$ cat config.mk
export PLATFORM = sky130hd
export DESIGN_NAME = asc_top
export DESIGN_NICKNAME = d
export VERILOG_FILES = /design/src/rtl/asc_pkg.sv /design/src/rtl/asc_top.sv
export VERILOG_INCLUDE_DIRS = /design/src /design/src/rtl
export SDC_FILE = /design/constraint.sdc
export NUM_CORES = 1
export LEC_CHECK = 0
export BUFFER_PORTS_ARGS = -buffer_cell sky130_fd_sc_hd__buf_2
export CORE_AREA = 2 2 133 135
export CTS_BUF_LIST = sky130_fd_sc_hd__clkbuf_4 sky130_fd_sc_hd__clkbuf_8
export DETAILED_ROUTE_END_ITERATION = 8
export DIE_AREA = 0 0 135 137
export MAX_ROUTING_LAYER = met4
export SETUP_SLACK_MARGIN = 0.02
export SLEW_MARGIN = 20
export SYNTH_ARGS = -nofsm -noshare
export SYNTH_HDL_FRONTEND = slang
export SYNTH_SLANG_ARGS = --single-unit
$ cat constraint.sdc
create_clock -name i_clk -period 2.65 [get_ports i_clk]
set_input_delay 0.1325 -clock i_clk [delete_from_list [all_inputs] [get_ports i_clk]]
set_output_delay 0.1325 -clock i_clk [all_outputs]
set_load 0.005 [all_outputs]
$ cat src/rtl/asc_regs.svh
// Register map, field positions, reset values and timing counts of the serial channel
`ifndef ASC_REGS_SVH
`define ASC_REGS_SVH

// ****************************************
// Register byte addresses
// ****************************************
`define ASC_ADDR_W        12
`define ASC_OFS_DATA      12'h000
`define ASC_OFS_IEN       12'h004
`define ASC_OFS_IID       12'h008
`define ASC_OFS_LCTL      12'h00c
`define ASC_OFS_MCTL      12'h010
`define ASC_OFS_LSTAT     12'h014
`define ASC_OFS_MSTAT     12'h018
`define ASC_OFS_SCR       12'h01c
`define ASC_OFS_DIVL      12'h020
`define ASC_OFS_DIVH      12'h024

// ****************************************
// Fields
// ****************************************
`define ASC_IEN_RDA       0
`define ASC_IEN_HOLDING_EMPTY_FLAG      1
`define ASC_IEN_RLS       2
`define ASC_IEN_MS        3
`define ASC_LCTL_PEN      3
`define ASC_LCTL_EPS      4
`define ASC_IID_NONE      3'h1
`define ASC_IID_RLS       3'h6
`define ASC_IID_RDA       3'h4
`define ASC_IID_HOLDING_EMPTY_FLAG      3'h2
`define ASC_IID_MS        3'h0
`define ASC_MCTL_W        5

// ****************************************
// Reset values and timing
// ****************************************
`define ASC_IEN_RST       4'h0
`define ASC_MCTL_RST      5'h00
`define ASC_TICKS_LAST    4'hf
`define ASC_START_MID     4'h7
`define ASC_CLK_NS        10
`define ASC_RESET_NS      500
`define ASC_RESET_CYC     ((`ASC_RESET_NS + `ASC_CLK_NS - 1) / `ASC_CLK_NS)

`endif

$ cat src/rtl/asc_pkg.sv
// Types of the serial channel
package asc_pkg;
  typedef enum logic [2:0] {ASC_IDLE, ASC_START, ASC_DATA, ASC_PAR, ASC_STOP} asc_st_t;
endpackage

$ cat src/rtl/asc_top.sv
// Asynchronous serial channel with APB register access
`timescale 1ns/1ps
`include "asc_regs.svh"
// Summary of operation
// - Receiver takes 5 to 8 bits, first bit in bit 0, upper bits zero.
// - Receiver samples on the sixteen-times clock, phased from the start bit.
// - A complete character loads the receive buffer and sets data ready.
// - Reading the receive buffer clears data ready.
// - A new character over an unread one overwrites it and flags overrun.
// - Wrong parity flags parity error; missing stop bit flags framing error.
// - Falling edge starts a count to the start-bit centre; still low accepts it.
// - Line control picks length, parity enable and parity polarity for both directions.
// - Transmitter uses the same length, ignores upper bits, sends bit 0 first.
// - Holding write clears holding-empty; transfer at start bit sets it again.
// - Transmitter-empty is high only when holding and shift registers are empty.
// - An 8-bit scratch register stores writes and affects nothing.
// - Interrupt priority: line status, data ready, holding empty, modem status.
// - Identification bit 0 low when pending; bits 1-2 give source; 3-7 zero.
// - Codes 110, 100, 010, 000, each cleared by its own access.
// - Enable bits 0-3 enable the four sources; bits 4-7 read zero.
// - With enables off no identification and no interrupt; status still sets.
// - Baud clock divides the clock by the 16-bit divisor; one is divide-by-one.
// - Baud output is sixteen times bit rate; divisor writes reload the counter.
// - Reset clears counters, modem control and line status, sets both empty flags.
// - Reset keeps line control, divisors, receive buffer and holding register.
// - After reset, enabling holding-empty interrupts raises an interrupt.
module asc_top (
  // Clock and reset
  input  wire logic                   i_clk,
  input  wire logic                   i_rst_b,
  // APB slave
  input  wire logic [`ASC_ADDR_W-1:0] i_paddr,
  input  wire logic                   i_psel,
  input  wire logic                   i_penable,
  input  wire logic                   i_pwrite,
  input  wire logic [31:0]            i_pwdata,
  output logic      [31:0]            o_prdata,
  output logic                        o_pready,
  output logic                        o_pslverr,
  // Serial line and modem
  input  wire logic                   i_serial_in,
  output logic                        o_serial_out,
  input  wire logic                   i_modem_change,
  output logic      [`ASC_MCTL_W-1:0] o_modem_control,
  // Interrupt
  output logic                        o_interrupt_output
);

  // ****************************************
  // Bus decode
  // ****************************************
  function automatic logic hit(input logic [`ASC_ADDR_W-1:0] a, input logic [`ASC_ADDR_W-1:0] ofs);
    hit = (a == ofs);
  endfunction

  function automatic logic [7:0] len_mask(input logic [1:0] len);
    len_mask = 8'hff >> (2'h3 - len);
  endfunction

  logic       acc, wr, rd, mapped;
  logic [7:0] wdat;
  assign acc       = i_psel & i_penable;
  assign wr        = acc & i_pwrite;
  assign rd        = acc & ~i_pwrite;
  assign wdat      = i_pwdata[7:0];
  assign mapped    = (i_paddr <= `ASC_OFS_DIVH) && (i_paddr[1:0] == 2'h0);
  assign o_pready  = 1'b1;
  assign o_pslverr = acc & ~mapped;

  logic wr_thr, rd_rbr, rd_iid, rd_lsr, rd_msr, wr_div;
  assign wr_thr = wr & hit(i_paddr, `ASC_OFS_DATA);
  assign rd_rbr = rd & hit(i_paddr, `ASC_OFS_DATA);
  assign rd_iid = rd & hit(i_paddr, `ASC_OFS_IID);
  assign rd_lsr = rd & hit(i_paddr, `ASC_OFS_LSTAT);
  assign rd_msr = rd & hit(i_paddr, `ASC_OFS_MSTAT);
  assign wr_div = wr & (hit(i_paddr, `ASC_OFS_DIVL) | hit(i_paddr, `ASC_OFS_DIVH));

  // ****************************************
  // Registers
  // ****************************************
  logic [3:0]             ier_q;
  logic [7:0]             lcr_q, scr_q, dll_q, dlm_q, rbr_q, thr_q;
  logic [`ASC_MCTL_W-1:0] mcr_q;

  always_ff @(posedge i_clk or negedge i_rst_b) begin
    if (!i_rst_b) begin
      ier_q <= `ASC_IEN_RST;
      mcr_q <= `ASC_MCTL_RST;
    end else if (wr) begin
      if (hit(i_paddr, `ASC_OFS_IEN))  ier_q <= wdat[3:0];
      if (hit(i_paddr, `ASC_OFS_MCTL)) mcr_q <= wdat[`ASC_MCTL_W-1:0];
    end
  end

  // Deliberately outside reset so a hardware reset keeps the programmed line setup
  always_ff @(posedge i_clk) begin
    if (wr && hit(i_paddr, `ASC_OFS_LCTL)) lcr_q <= wdat;
    if (wr && hit(i_paddr, `ASC_OFS_DIVL)) dll_q <= wdat;
    if (wr && hit(i_paddr, `ASC_OFS_DIVH)) dlm_q <= wdat;
    if (wr && hit(i_paddr, `ASC_OFS_SCR))  scr_q <= wdat;
    if (wr_thr) thr_q <= wdat;
  end
  assign o_modem_control = mcr_q;

  // ****************************************
  // Baud generator
  // ****************************************
  logic [15:0] div, bcnt_q;
  logic        tick;
  assign div  = {dlm_q, dll_q};
  assign tick = (bcnt_q <= 16'h0001);

  always_ff @(posedge i_clk or negedge i_rst_b) begin
    if (!i_rst_b) bcnt_q <= 16'h0000;
    else if (wr_div) bcnt_q <= hit(i_paddr, `ASC_OFS_DIVL) ? {dlm_q, wdat} : {wdat, dll_q};
    else if (tick) bcnt_q <= div;
    else bcnt_q <= bcnt_q - 16'h0001;
  end

  // ****************************************
  // Transmitter
  // ****************************************
  asc_pkg::asc_st_t tx_st_q;
  logic [3:0] tx_cnt_q;
  logic [2:0] tx_bit_q;
  logic [7:0] tsr_q;
  logic       hold_full_q, tx_load, tx_last, tx_par, holding_empty_flag, transmitter_empty_flag;
  assign tx_load = (tx_st_q == asc_pkg::ASC_IDLE) & hold_full_q;
  assign tx_last = tick & (tx_cnt_q == `ASC_TICKS_LAST);
  assign tx_par  = ~lcr_q[`ASC_LCTL_EPS] ^ (^(tsr_q & len_mask(lcr_q[1:0])));
  assign holding_empty_flag    = ~hold_full_q;
  assign transmitter_empty_flag    = holding_empty_flag & (tx_st_q == asc_pkg::ASC_IDLE);

  always_ff @(posedge i_clk or negedge i_rst_b) begin
    if (!i_rst_b) hold_full_q <= 1'b0;
    else hold_full_q <= wr_thr | (hold_full_q & ~tx_load);
  end

  always_ff @(posedge i_clk or negedge i_rst_b) begin
    if (!i_rst_b) begin
      tx_st_q  <= asc_pkg::ASC_IDLE;
      tx_cnt_q <= 4'h0;
      tx_bit_q <= 3'h0;
      tsr_q    <= 8'h00;
    end else begin
      if (tick) tx_cnt_q <= tx_cnt_q + 4'h1;
      unique case (tx_st_q)
        asc_pkg::ASC_IDLE: if (tx_load) begin
          tsr_q    <= thr_q;
          tx_cnt_q <= 4'h0;
          tx_st_q  <= asc_pkg::ASC_START;
        end
        asc_pkg::ASC_START: if (tx_last) begin
          tx_bit_q <= 3'h0;
          tx_st_q  <= asc_pkg::ASC_DATA;
        end
        asc_pkg::ASC_DATA: if (tx_last) begin
          tx_bit_q <= tx_bit_q + 3'h1;
          if (tx_bit_q == {1'b1, lcr_q[1:0]})
            tx_st_q <= lcr_q[`ASC_LCTL_PEN] ? asc_pkg::ASC_PAR : asc_pkg::ASC_STOP;
        end
        asc_pkg::ASC_PAR: if (tx_last) tx_st_q <= asc_pkg::ASC_STOP;
        asc_pkg::ASC_STOP: if (tx_last) tx_st_q <= asc_pkg::ASC_IDLE;
      endcase
    end
  end

  always_comb begin
    unique case (tx_st_q)
      asc_pkg::ASC_START: o_serial_out = 1'b0;
      asc_pkg::ASC_DATA:  o_serial_out = tsr_q[tx_bit_q];
      asc_pkg::ASC_PAR:   o_serial_out = tx_par;
      default:            o_serial_out = 1'b1;
    endcase
  end

  // ****************************************
  // Receiver
  // ****************************************
  asc_pkg::asc_st_t rx_st_q;
  logic [3:0] rx_cnt_q;
  logic [2:0] rx_bit_q;
  logic [7:0] rsr_q;
  logic       rx_prev_q, rx_par_q, rx_mid, rx_ctr, rx_load;
  logic       dr_q, oe_q, pe_q, fe_q;
  // Start centre at the eighth tick, data centres every sixteen ticks after it
  assign rx_mid  = tick & (rx_cnt_q == `ASC_START_MID);
  assign rx_ctr  = tick & (rx_cnt_q == `ASC_TICKS_LAST);
  assign rx_load = (rx_st_q == asc_pkg::ASC_STOP) & rx_ctr;

  always_ff @(posedge i_clk or negedge i_rst_b) begin
    if (!i_rst_b) begin
      rx_st_q   <= asc_pkg::ASC_IDLE;
      rx_cnt_q  <= 4'h0;
      rx_bit_q  <= 3'h0;
      rsr_q     <= 8'h00;
      rx_prev_q <= 1'b1;
      rx_par_q  <= 1'b0;
    end else begin
      rx_prev_q <= i_serial_in;
      if (tick) rx_cnt_q <= rx_cnt_q + 4'h1;
      unique case (rx_st_q)
        asc_pkg::ASC_IDLE: if (rx_prev_q && !i_serial_in) begin
          rx_cnt_q <= 4'h0;
          rx_st_q  <= asc_pkg::ASC_START;
        end
        asc_pkg::ASC_START: if (rx_mid) begin
          rx_cnt_q <= 4'h0;
          rx_bit_q <= 3'h0;
          rsr_q    <= 8'h00;
          rx_st_q  <= i_serial_in ? asc_pkg::ASC_IDLE : asc_pkg::ASC_DATA;
        end
        asc_pkg::ASC_DATA: if (rx_ctr) begin
          rsr_q[rx_bit_q] <= i_serial_in;
          rx_bit_q <= rx_bit_q + 3'h1;
          if (rx_bit_q == {1'b1, lcr_q[1:0]})
            rx_st_q <= lcr_q[`ASC_LCTL_PEN] ? asc_pkg::ASC_PAR : asc_pkg::ASC_STOP;
        end
        asc_pkg::ASC_PAR: if (rx_ctr) begin
          rx_par_q <= i_serial_in;
          rx_st_q  <= asc_pkg::ASC_STOP;
        end
        asc_pkg::ASC_STOP: if (rx_ctr) rx_st_q <= asc_pkg::ASC_IDLE;
      endcase
    end
  end

  always_ff @(posedge i_clk) begin
    if (rx_load) rbr_q <= rsr_q & len_mask(lcr_q[1:0]);
  end

  // Set beats clear when an event meets the clearing read
  always_ff @(posedge i_clk or negedge i_rst_b) begin
    if (!i_rst_b) begin
      dr_q <= 1'b0;
      oe_q <= 1'b0;
      pe_q <= 1'b0;
      fe_q <= 1'b0;
    end else begin
      dr_q <= rx_load | (dr_q & ~rd_rbr);
      oe_q <= (rx_load & dr_q & ~rd_rbr) | (oe_q & ~rd_lsr);
      pe_q <= (rx_load & lcr_q[`ASC_LCTL_PEN] &
               (rx_par_q != (~lcr_q[`ASC_LCTL_EPS] ^ (^(rsr_q & len_mask(lcr_q[1:0])))))) |
              (pe_q & ~rd_lsr);
      fe_q <= (rx_load & ~i_serial_in) | (fe_q & ~rd_lsr);
    end
  end

  // ****************************************
  // Interrupts
  // ****************************************
  logic       holding_empty_flag_pend_q, holding_empty_flag_prev_q, msr_d_q, p_rls, p_rda, p_holding_empty_flag, p_ms;
  logic [7:0] iid;
  assign p_rls  = ier_q[`ASC_IEN_RLS]  & (oe_q | pe_q | fe_q);
  assign p_rda  = ier_q[`ASC_IEN_RDA]  & dr_q;
  assign p_holding_empty_flag = ier_q[`ASC_IEN_HOLDING_EMPTY_FLAG] & holding_empty_flag_pend_q;
  assign p_ms   = ier_q[`ASC_IEN_MS]   & msr_d_q;

  always_comb begin
    if (p_rls)       iid = {5'h00, `ASC_IID_RLS};
    else if (p_rda)  iid = {5'h00, `ASC_IID_RDA};
    else if (p_holding_empty_flag) iid = {5'h00, `ASC_IID_HOLDING_EMPTY_FLAG};
    else if (p_ms)   iid = {5'h00, `ASC_IID_MS};
    else             iid = {5'h00, `ASC_IID_NONE};
  end
  assign o_interrupt_output = ~iid[0];

  always_ff @(posedge i_clk or negedge i_rst_b) begin
    if (!i_rst_b) begin
      holding_empty_flag_pend_q <= 1'b1;
      holding_empty_flag_prev_q <= 1'b1;
      msr_d_q     <= 1'b0;
    end else begin
      holding_empty_flag_prev_q <= holding_empty_flag;
      holding_empty_flag_pend_q <= (holding_empty_flag & ~holding_empty_flag_prev_q) |
                     (holding_empty_flag_pend_q & ~wr_thr & ~(rd_iid & (iid[2:0] == `ASC_IID_HOLDING_EMPTY_FLAG)));
      msr_d_q     <= i_modem_change | (msr_d_q & ~rd_msr);
    end
  end

  // ****************************************
  // Read data, captured in the setup phase so the bus sees a flop
  // ****************************************
  logic [7:0] rmux;
  always_comb begin
    unique case (i_paddr)
      `ASC_OFS_DATA:  rmux = rbr_q;
      `ASC_OFS_IEN:   rmux = {4'h0, ier_q};
      `ASC_OFS_IID:   rmux = iid;
      `ASC_OFS_LCTL:  rmux = lcr_q;
      `ASC_OFS_MCTL:  rmux = {3'h0, mcr_q};
      `ASC_OFS_LSTAT: rmux = {1'b0, transmitter_empty_flag, holding_empty_flag, 1'b0, fe_q, pe_q, oe_q, dr_q};
      `ASC_OFS_MSTAT: rmux = {7'h00, msr_d_q};
      `ASC_OFS_SCR:   rmux = scr_q;
      `ASC_OFS_DIVL:  rmux = dll_q;
      `ASC_OFS_DIVH:  rmux = dlm_q;
      default:        rmux = 8'h00;
    endcase
  end

  always_ff @(posedge i_clk or negedge i_rst_b) begin
    if (!i_rst_b) o_prdata <= 32'h0000_0000;
    else if (i_psel && !i_penable) o_prdata <= {24'h00_0000, rmux};
  end
endmodule

# Yosys cells after proc, flatten, opt, wreduce, memory -nomap -nowiden
# Cells that the tools add are included.
[op_classes] n_bitwise=62 mux=45 n_eq_ne=36 n_reduce_logical=26 addsub=6 shift=1 n_lt_le_gt_ge=5
[ops] cell="8-bit case mux with 10 select lines" count=1
[ops] cell="12-bit by 5-bit equality test with 1-bit output, second input constant" count=4
[ops] cell="16-bit two-way mux" count=3
[ops] cell="3-bit two-way mux" count=16
[ops] cell="8-bit two-way mux" count=5
[ops] cell="1-bit bitwise AND" count=35
[ops] cell="3-bit case mux with 5 select lines" count=2
[ops] cell="12-bit by 4-bit equality test with 1-bit output, second input constant" count=2
[ops] cell="12-bit by 6-bit equality test with 1-bit output, second input constant" count=2
[ops] cell="4-bit two-way mux" count=6
[ops] cell="2-bit != test, second input constant" count=12
[ops] cell="8-bit bitwise AND" count=2
[ops] cell="16-bit by 1-bit less-or-equal comparator with 1-bit output, second input constant" count=1
[ops] cell="8-bit case mux with 2 select lines" count=1
[ops] cell="8-bit XOR reduction" count=2
[ops] cell="16-bit by 1-bit subtractor with 16-bit output, second input constant" count=1
[ops] cell="3-bit by 2-bit equality test with 1-bit output, second input constant" count=5
[ops] cell="1-bit inverter" count=13
[ops] cell="12-bit by 3-bit equality test with 1-bit output, second input constant" count=1
[ops] cell="12-bit by 6-bit less-or-equal comparator with 1-bit output, second input constant" count=1
[ops] cell="12-bit zero test" count=1
[ops] cell="3-bit case mux with 2 select lines" count=2
[ops] cell="6-bit AND reduction" count=2
[ops] cell="1-bit bitwise OR" count=10
[ops] cell="other kinds (27)" count=51
[totals] ff_bits=127 elab_cells=209 inputBits=51

# Longest topological paths before layout
[depth] depth_word=10 ltp_mapped=7 ltp_nobuf=7

# Worst setup path before layout
# OpenSTA, ideal clock, no wires.
[synth_timing] kind="register -> register" start="register bcnt_q[6]" end="register rx_bit_q[2]" n_path_buf=1 period_less_slack_ps=2092 required_ps=2526 stages_incl_launch_ff=7 setup_time_ps=124 slack_ps=558 arrival_ps=1968 cell_sequence="dfrtp_1 > nor4_4 > o2111ai_4 > or4b_1 > buf_4 > o211ai_1 > nand2_1"
[synth_between] elab_chain_len=4
[synth_lines] element="start, declared" line="asc_top.sv:108" text="logic [15:0] div, bcnt_q;"
[synth_lines] element="start signal, assigned" line="asc_top.sv:115" text="else if (wr_div) bcnt_q <= hit(i_paddr, `ASC_OFS_DIVL) ? {dlm_q, wdat} : {wdat, dll_q};"
[synth_lines] element="start signal, assigned" line="asc_top.sv:116" text="else if (tick) bcnt_q <= div;"
[synth_lines] element="start signal, assigned" line="asc_top.sv:117" text="else bcnt_q <= bcnt_q - 16'h0001;"
[synth_lines] element="16-bit by 1-bit less-or-equal comparator with 1-bit output (*)" line="asc_top.sv:111" text="assign tick = (bcnt_q <= 16'h0001);"
[synth_lines] element="1-bit bitwise AND (on tied branches)" line="asc_top.sv:188, asc_top.sv:187"
[synth_lines] element="2-bit != test (no source line)"
[synth_lines] element="3-bit AND reduction (no source line) (*)"
[synth_lines] element="end signal, assigned" line="asc_top.sv:215" text="rx_bit_q <= rx_bit_q + 3'h1;"
[synth_lines] element="end, declared" line="asc_top.sv:182" text="logic [2:0] rx_bit_q;"
# Every way passes the cells marked *; elsewhere a longest branch is shown, timed or not.
# A chain may end at the register's enable or synchronous reset.

# Worst setup path in the final report
[layout_timing] start="register lcr_q[0]" end="output port o_serial_out"
[layout_between] elab_chain_len=6
[layout_lines] element="start, declared" line="asc_top.sv:82" text="logic [7:0] lcr_q, scr_q, dll_q, dlm_q, rbr_q, thr_q;"
[layout_lines] element="start signal, assigned" line="asc_top.sv:97" text="if (wr && hit(i_paddr, `ASC_OFS_LCTL)) lcr_q <= wdat;"
[layout_lines] element="2-bit subtractor" line="asc_top.sv:57" text="len_mask = 8'hff >> (2'h3 - len);"
[layout_lines] element="8-bit by 2-bit right shift with 8-bit output" line="asc_top.sv:57"
[layout_lines] element="8-bit bitwise AND" line="asc_top.sv:130" text="assign tx_par = ~lcr_q[`ASC_LCTL_EPS] ^ (^(tsr_q & len_mask(lcr_q[1:0])));"
[layout_lines] element="8-bit XOR reduction" line="asc_top.sv:130"
[layout_lines] element="1-bit XOR" line="asc_top.sv:130"
[layout_lines] element="1-bit case mux with 3 select lines" line="asc_top.sv:169" text="unique case (tx_st_q)"
[layout_lines] element="end, declared" line="asc_top.sv:42" text="output logic o_serial_out,"
# No other way between the ends.

==> results.md <==
* Run status: finished clean
* Unrepaired setup endpoints after global routing: false
* Fin Setup TNS at 0 ns
* RR Endpoint: rx_cnt_q[0]
* # clock sinks at between 100 and 150
* CP Launch Type: flip-flop
* Die width at 135 um
* Die Height at 137 um
* Largest net degree at the start of global routing at 80
* Fraction of registers with async set/reset at 0.622
* Hold_sp: i_pwdata[5]
* N_diodes at 0
* Worst Tran Pin Value at 0.781 ns
* Period minus WS final at 2.42 ns
* Post-CTS sizing at 0
* Core region area at about 17000 sq um
* I/O pin total at 92
* Total gr overflow at 0
* Layout cell share with drive strength beyond 1 at 0.200
* Worst Path Arrival at 2.29 ns
* Critical Path RT at between 2 and 3 ns
* Clk root buf: clkbuf_8
* Via density at roughly 5.6
* Ys Warns at 0
* Max Buffers Root-to-Sink at 2
* Post-synthesis mux area share at 0.0773
* Simple-gate share of the synthesized area at 0.157
* Clock skew at 0.0163 ns
* DRC viols at 0
* Worst Path Max Fanout at 9
* Critical Path End Type: primary output
* Pwr Density at ~560 nW/um^2
* Syn_area_per_cell at 11.1 sq um
* Mapped cell area at 6700 sq um
* All-Layer GR Usage at 0.195
* Psw at ~1.0 mW
* Xor-xnor portion of the synthesized cell area at 0.0483
* VDD IR-drop max at 0.354 mV
* Post-Synthesis Cells at 603
* Final wirelength at ~17000 um
* Most common library cells after synthesis: dfrtp_1, nand2_1, edfxtp_1
* Sw Ratio at 0.244
* Post-Synth Adder-Cell Area at 0.0112
* Highest clock rate at between 400 and 500 MHz
* Number of global-route vias before repair at slightly below 5000
* Core Rows at 48
* WL/cell at 18.8 um
* Final Max Slew Viols at 0
* Origin of the critical flop-to-flop path: bcnt_q[10]
* Starting Density at 0.393
* CTS Buf Count at 17
* Initial antenna violation count at 0
* Post-synth top area share at 0.284
* Synth area leaders: dfrtp_1, edfxtp_1, mux2_2
* Vias post-DR at 5052
* Largest area contributor in the netlist: dfrtp_1
* R2r worst-path depth at 5
* Final Util at 0.444
* Gpl congestion at 0.937
* Compound-Gate Fraction of Synth Area at 0.142
* Post-CTS Setup Inserts at 0
* Hold Vio Cnt, Final at 0
* First-pass GRT wire length at 26600 um
* Buffers added on ports at 42
* Critical path origin: lcr_q[0]
* Most common cell in the netlist: dfrtp_1
* Worst skew pair latency at roughly 0.44 ns
* Drt initial violations at 454
* Worst Hold Path EP: dlm_q[5]
* Worst-path clk slew at 0.08 ns
* Sequential share of the synthesized area at 0.511
* Synth Register Bits at 127
* Int Power at 3.18 mW
* Clk pwr share at 0.410
* R2R Setup Slk at 0.28 ns
* Primary FF master, synth: dfrtp_1
* TritonRoute pass-1 iters at 8
* Post-DRT Antenna Nets at 0
* Final Cycle Share at 0.915
* Max-capacitance violation count at 0
* Hold WC Path Type: in2reg
* Number of synthesized flops with an enable pin at 48
* CTS tree: yes
* Area growth, synth to finish at 13.1%
* Kind of critical path: reg2out
* LEAKAGE at 3.04 nW
* Main combinational cell family by area after synthesis: simple AND/OR/NAND/NOR gates
* Die area at roughly 18000 sq um
* Comb pwr share at 0.074
* Setup violations, final at 0
* Hold Path Cell Cnt at 1
* Hold buffer count at CTS at 4
* # H-tree levels at 4
* Yosys cell types at around 70
* Reg power frac at 0.516
* Post-DP HPWL at 12100 um
* Final layout net count at ~700
* Slew margin rel. at 0.480
[critical path: stages (launching register included)]
cell and delay [ns]:
edfxtp_1 0.61, o21ai_0 0.31, xnor2_1 0.17, xnor2_1 0.15, xnor2_1 0.09, a311o_1 0.37, buf_2 0.16
[per-stage QoR]
| stage | power, mW | std cells | area, sq um | hold slack [ns] | setup WS [ns] |
|---|---|---|---|---|---|
| floorplan | 2.42 | 626 | 6790 | -0.163 | 0.558 |
| global route | 4.39 | 901 | 7580 | 0.0157 | 0.0275 |
| CTS | 4.24 | 901 | 7570 | 0.0125 | 0.160 |
| detailed placement | 2.51 | 865 | 7130 | 0.334 | 0.278 |
| global placement | 2.50 | 865 | 7130 | 0.328 | 0.329 |
| finish | 4.21 | 901 | 7580 | 0.0300 | 0.226 |
[cell families after synthesis]
group / Yosys count
xor+xnor: 37
fa+ha+maj: 6
other cells: 2
simple gates: 187
flops: 127
mux: 44
buf+inv: 62
compound gates: 138
[registers in the layout (all words and copies together), names as in the netlist, 3 cells and up]
name and cells:
tsr_q 8, rbr_q 8, ier_q 4, o_prdata 8, dlm_q 8, thr_q 8, tx_st_q 3, rx_cnt_q 4
rsr_q 8, tx_cnt_q 4, bcnt_q 16, tx_bit_q 3, o_modem_control 5, scr_q 8, rx_bit_q 3, rx_st_q 3
lcr_q 8, dll_q 8
[worst max path at each step]
stage | depth (start not counted) | slack, ns | to
final | 6 | 0.23 | o_serial_out
after global routing | 6 | 0.03 | o_serial_out
after CTS | 6 | 0.16 | o_serial_out
after detailed placement | 5 | 0.28 | rx_cnt_q[0]
after global placement | 5 | 0.33 | rx_cnt_q[0]
after floorplan | 6 | 0.56 | rx_bit_q[2]
[power groups by stage]
stage	clock network [mW]	registers (mW)	logic (mW)
after floorplan	0	2.18	0.244
after global placement	0	2.20	0.296
after detailed placement	0	2.21	0.303
after CTS	1.76	2.17	0.311
after global routing	1.86	2.18	0.345
final	1.73	2.17	0.312
[layout by cell type, fill, tap and decap left out, types with 16 or more instances in the layout]
master	instances
nand3_1	22
buf_4	19
a21oi_1	26
nand2_1	49
nor2_1	37
mux2i_1	18
clkbuf_8	18
o21ai_0	33
conb_1	25
mux2_2	22
dfrtp_1	76
edfxtp_1	48
a21o_1	16
buf_2	41
xnor2_1	27
[metal layers]
layer | wire, um | vias to the layer above | GRT usage
met1 | 7610 | 2528 | 0.253
met2 | 8070 | 185 | 0.309
li1 | - | 2309 | -
met3 | 881 | 30 | 0.0341
met4 | 406 | 0 | 0.0735
met5 | 0 | - | -
[final cells by class]
type | instances | area, sq um
clock inverter | 12 | 144
sequential | 127 | 3420
fill | 1626 | 9480
timing repair buffer | 65 | 399
inverter | 15 | 56.3
multi-input combinational | 437 | 3010
clock buffer | 20 | 263
tap | 225 | 282
(Power assumes the default switching activity.)
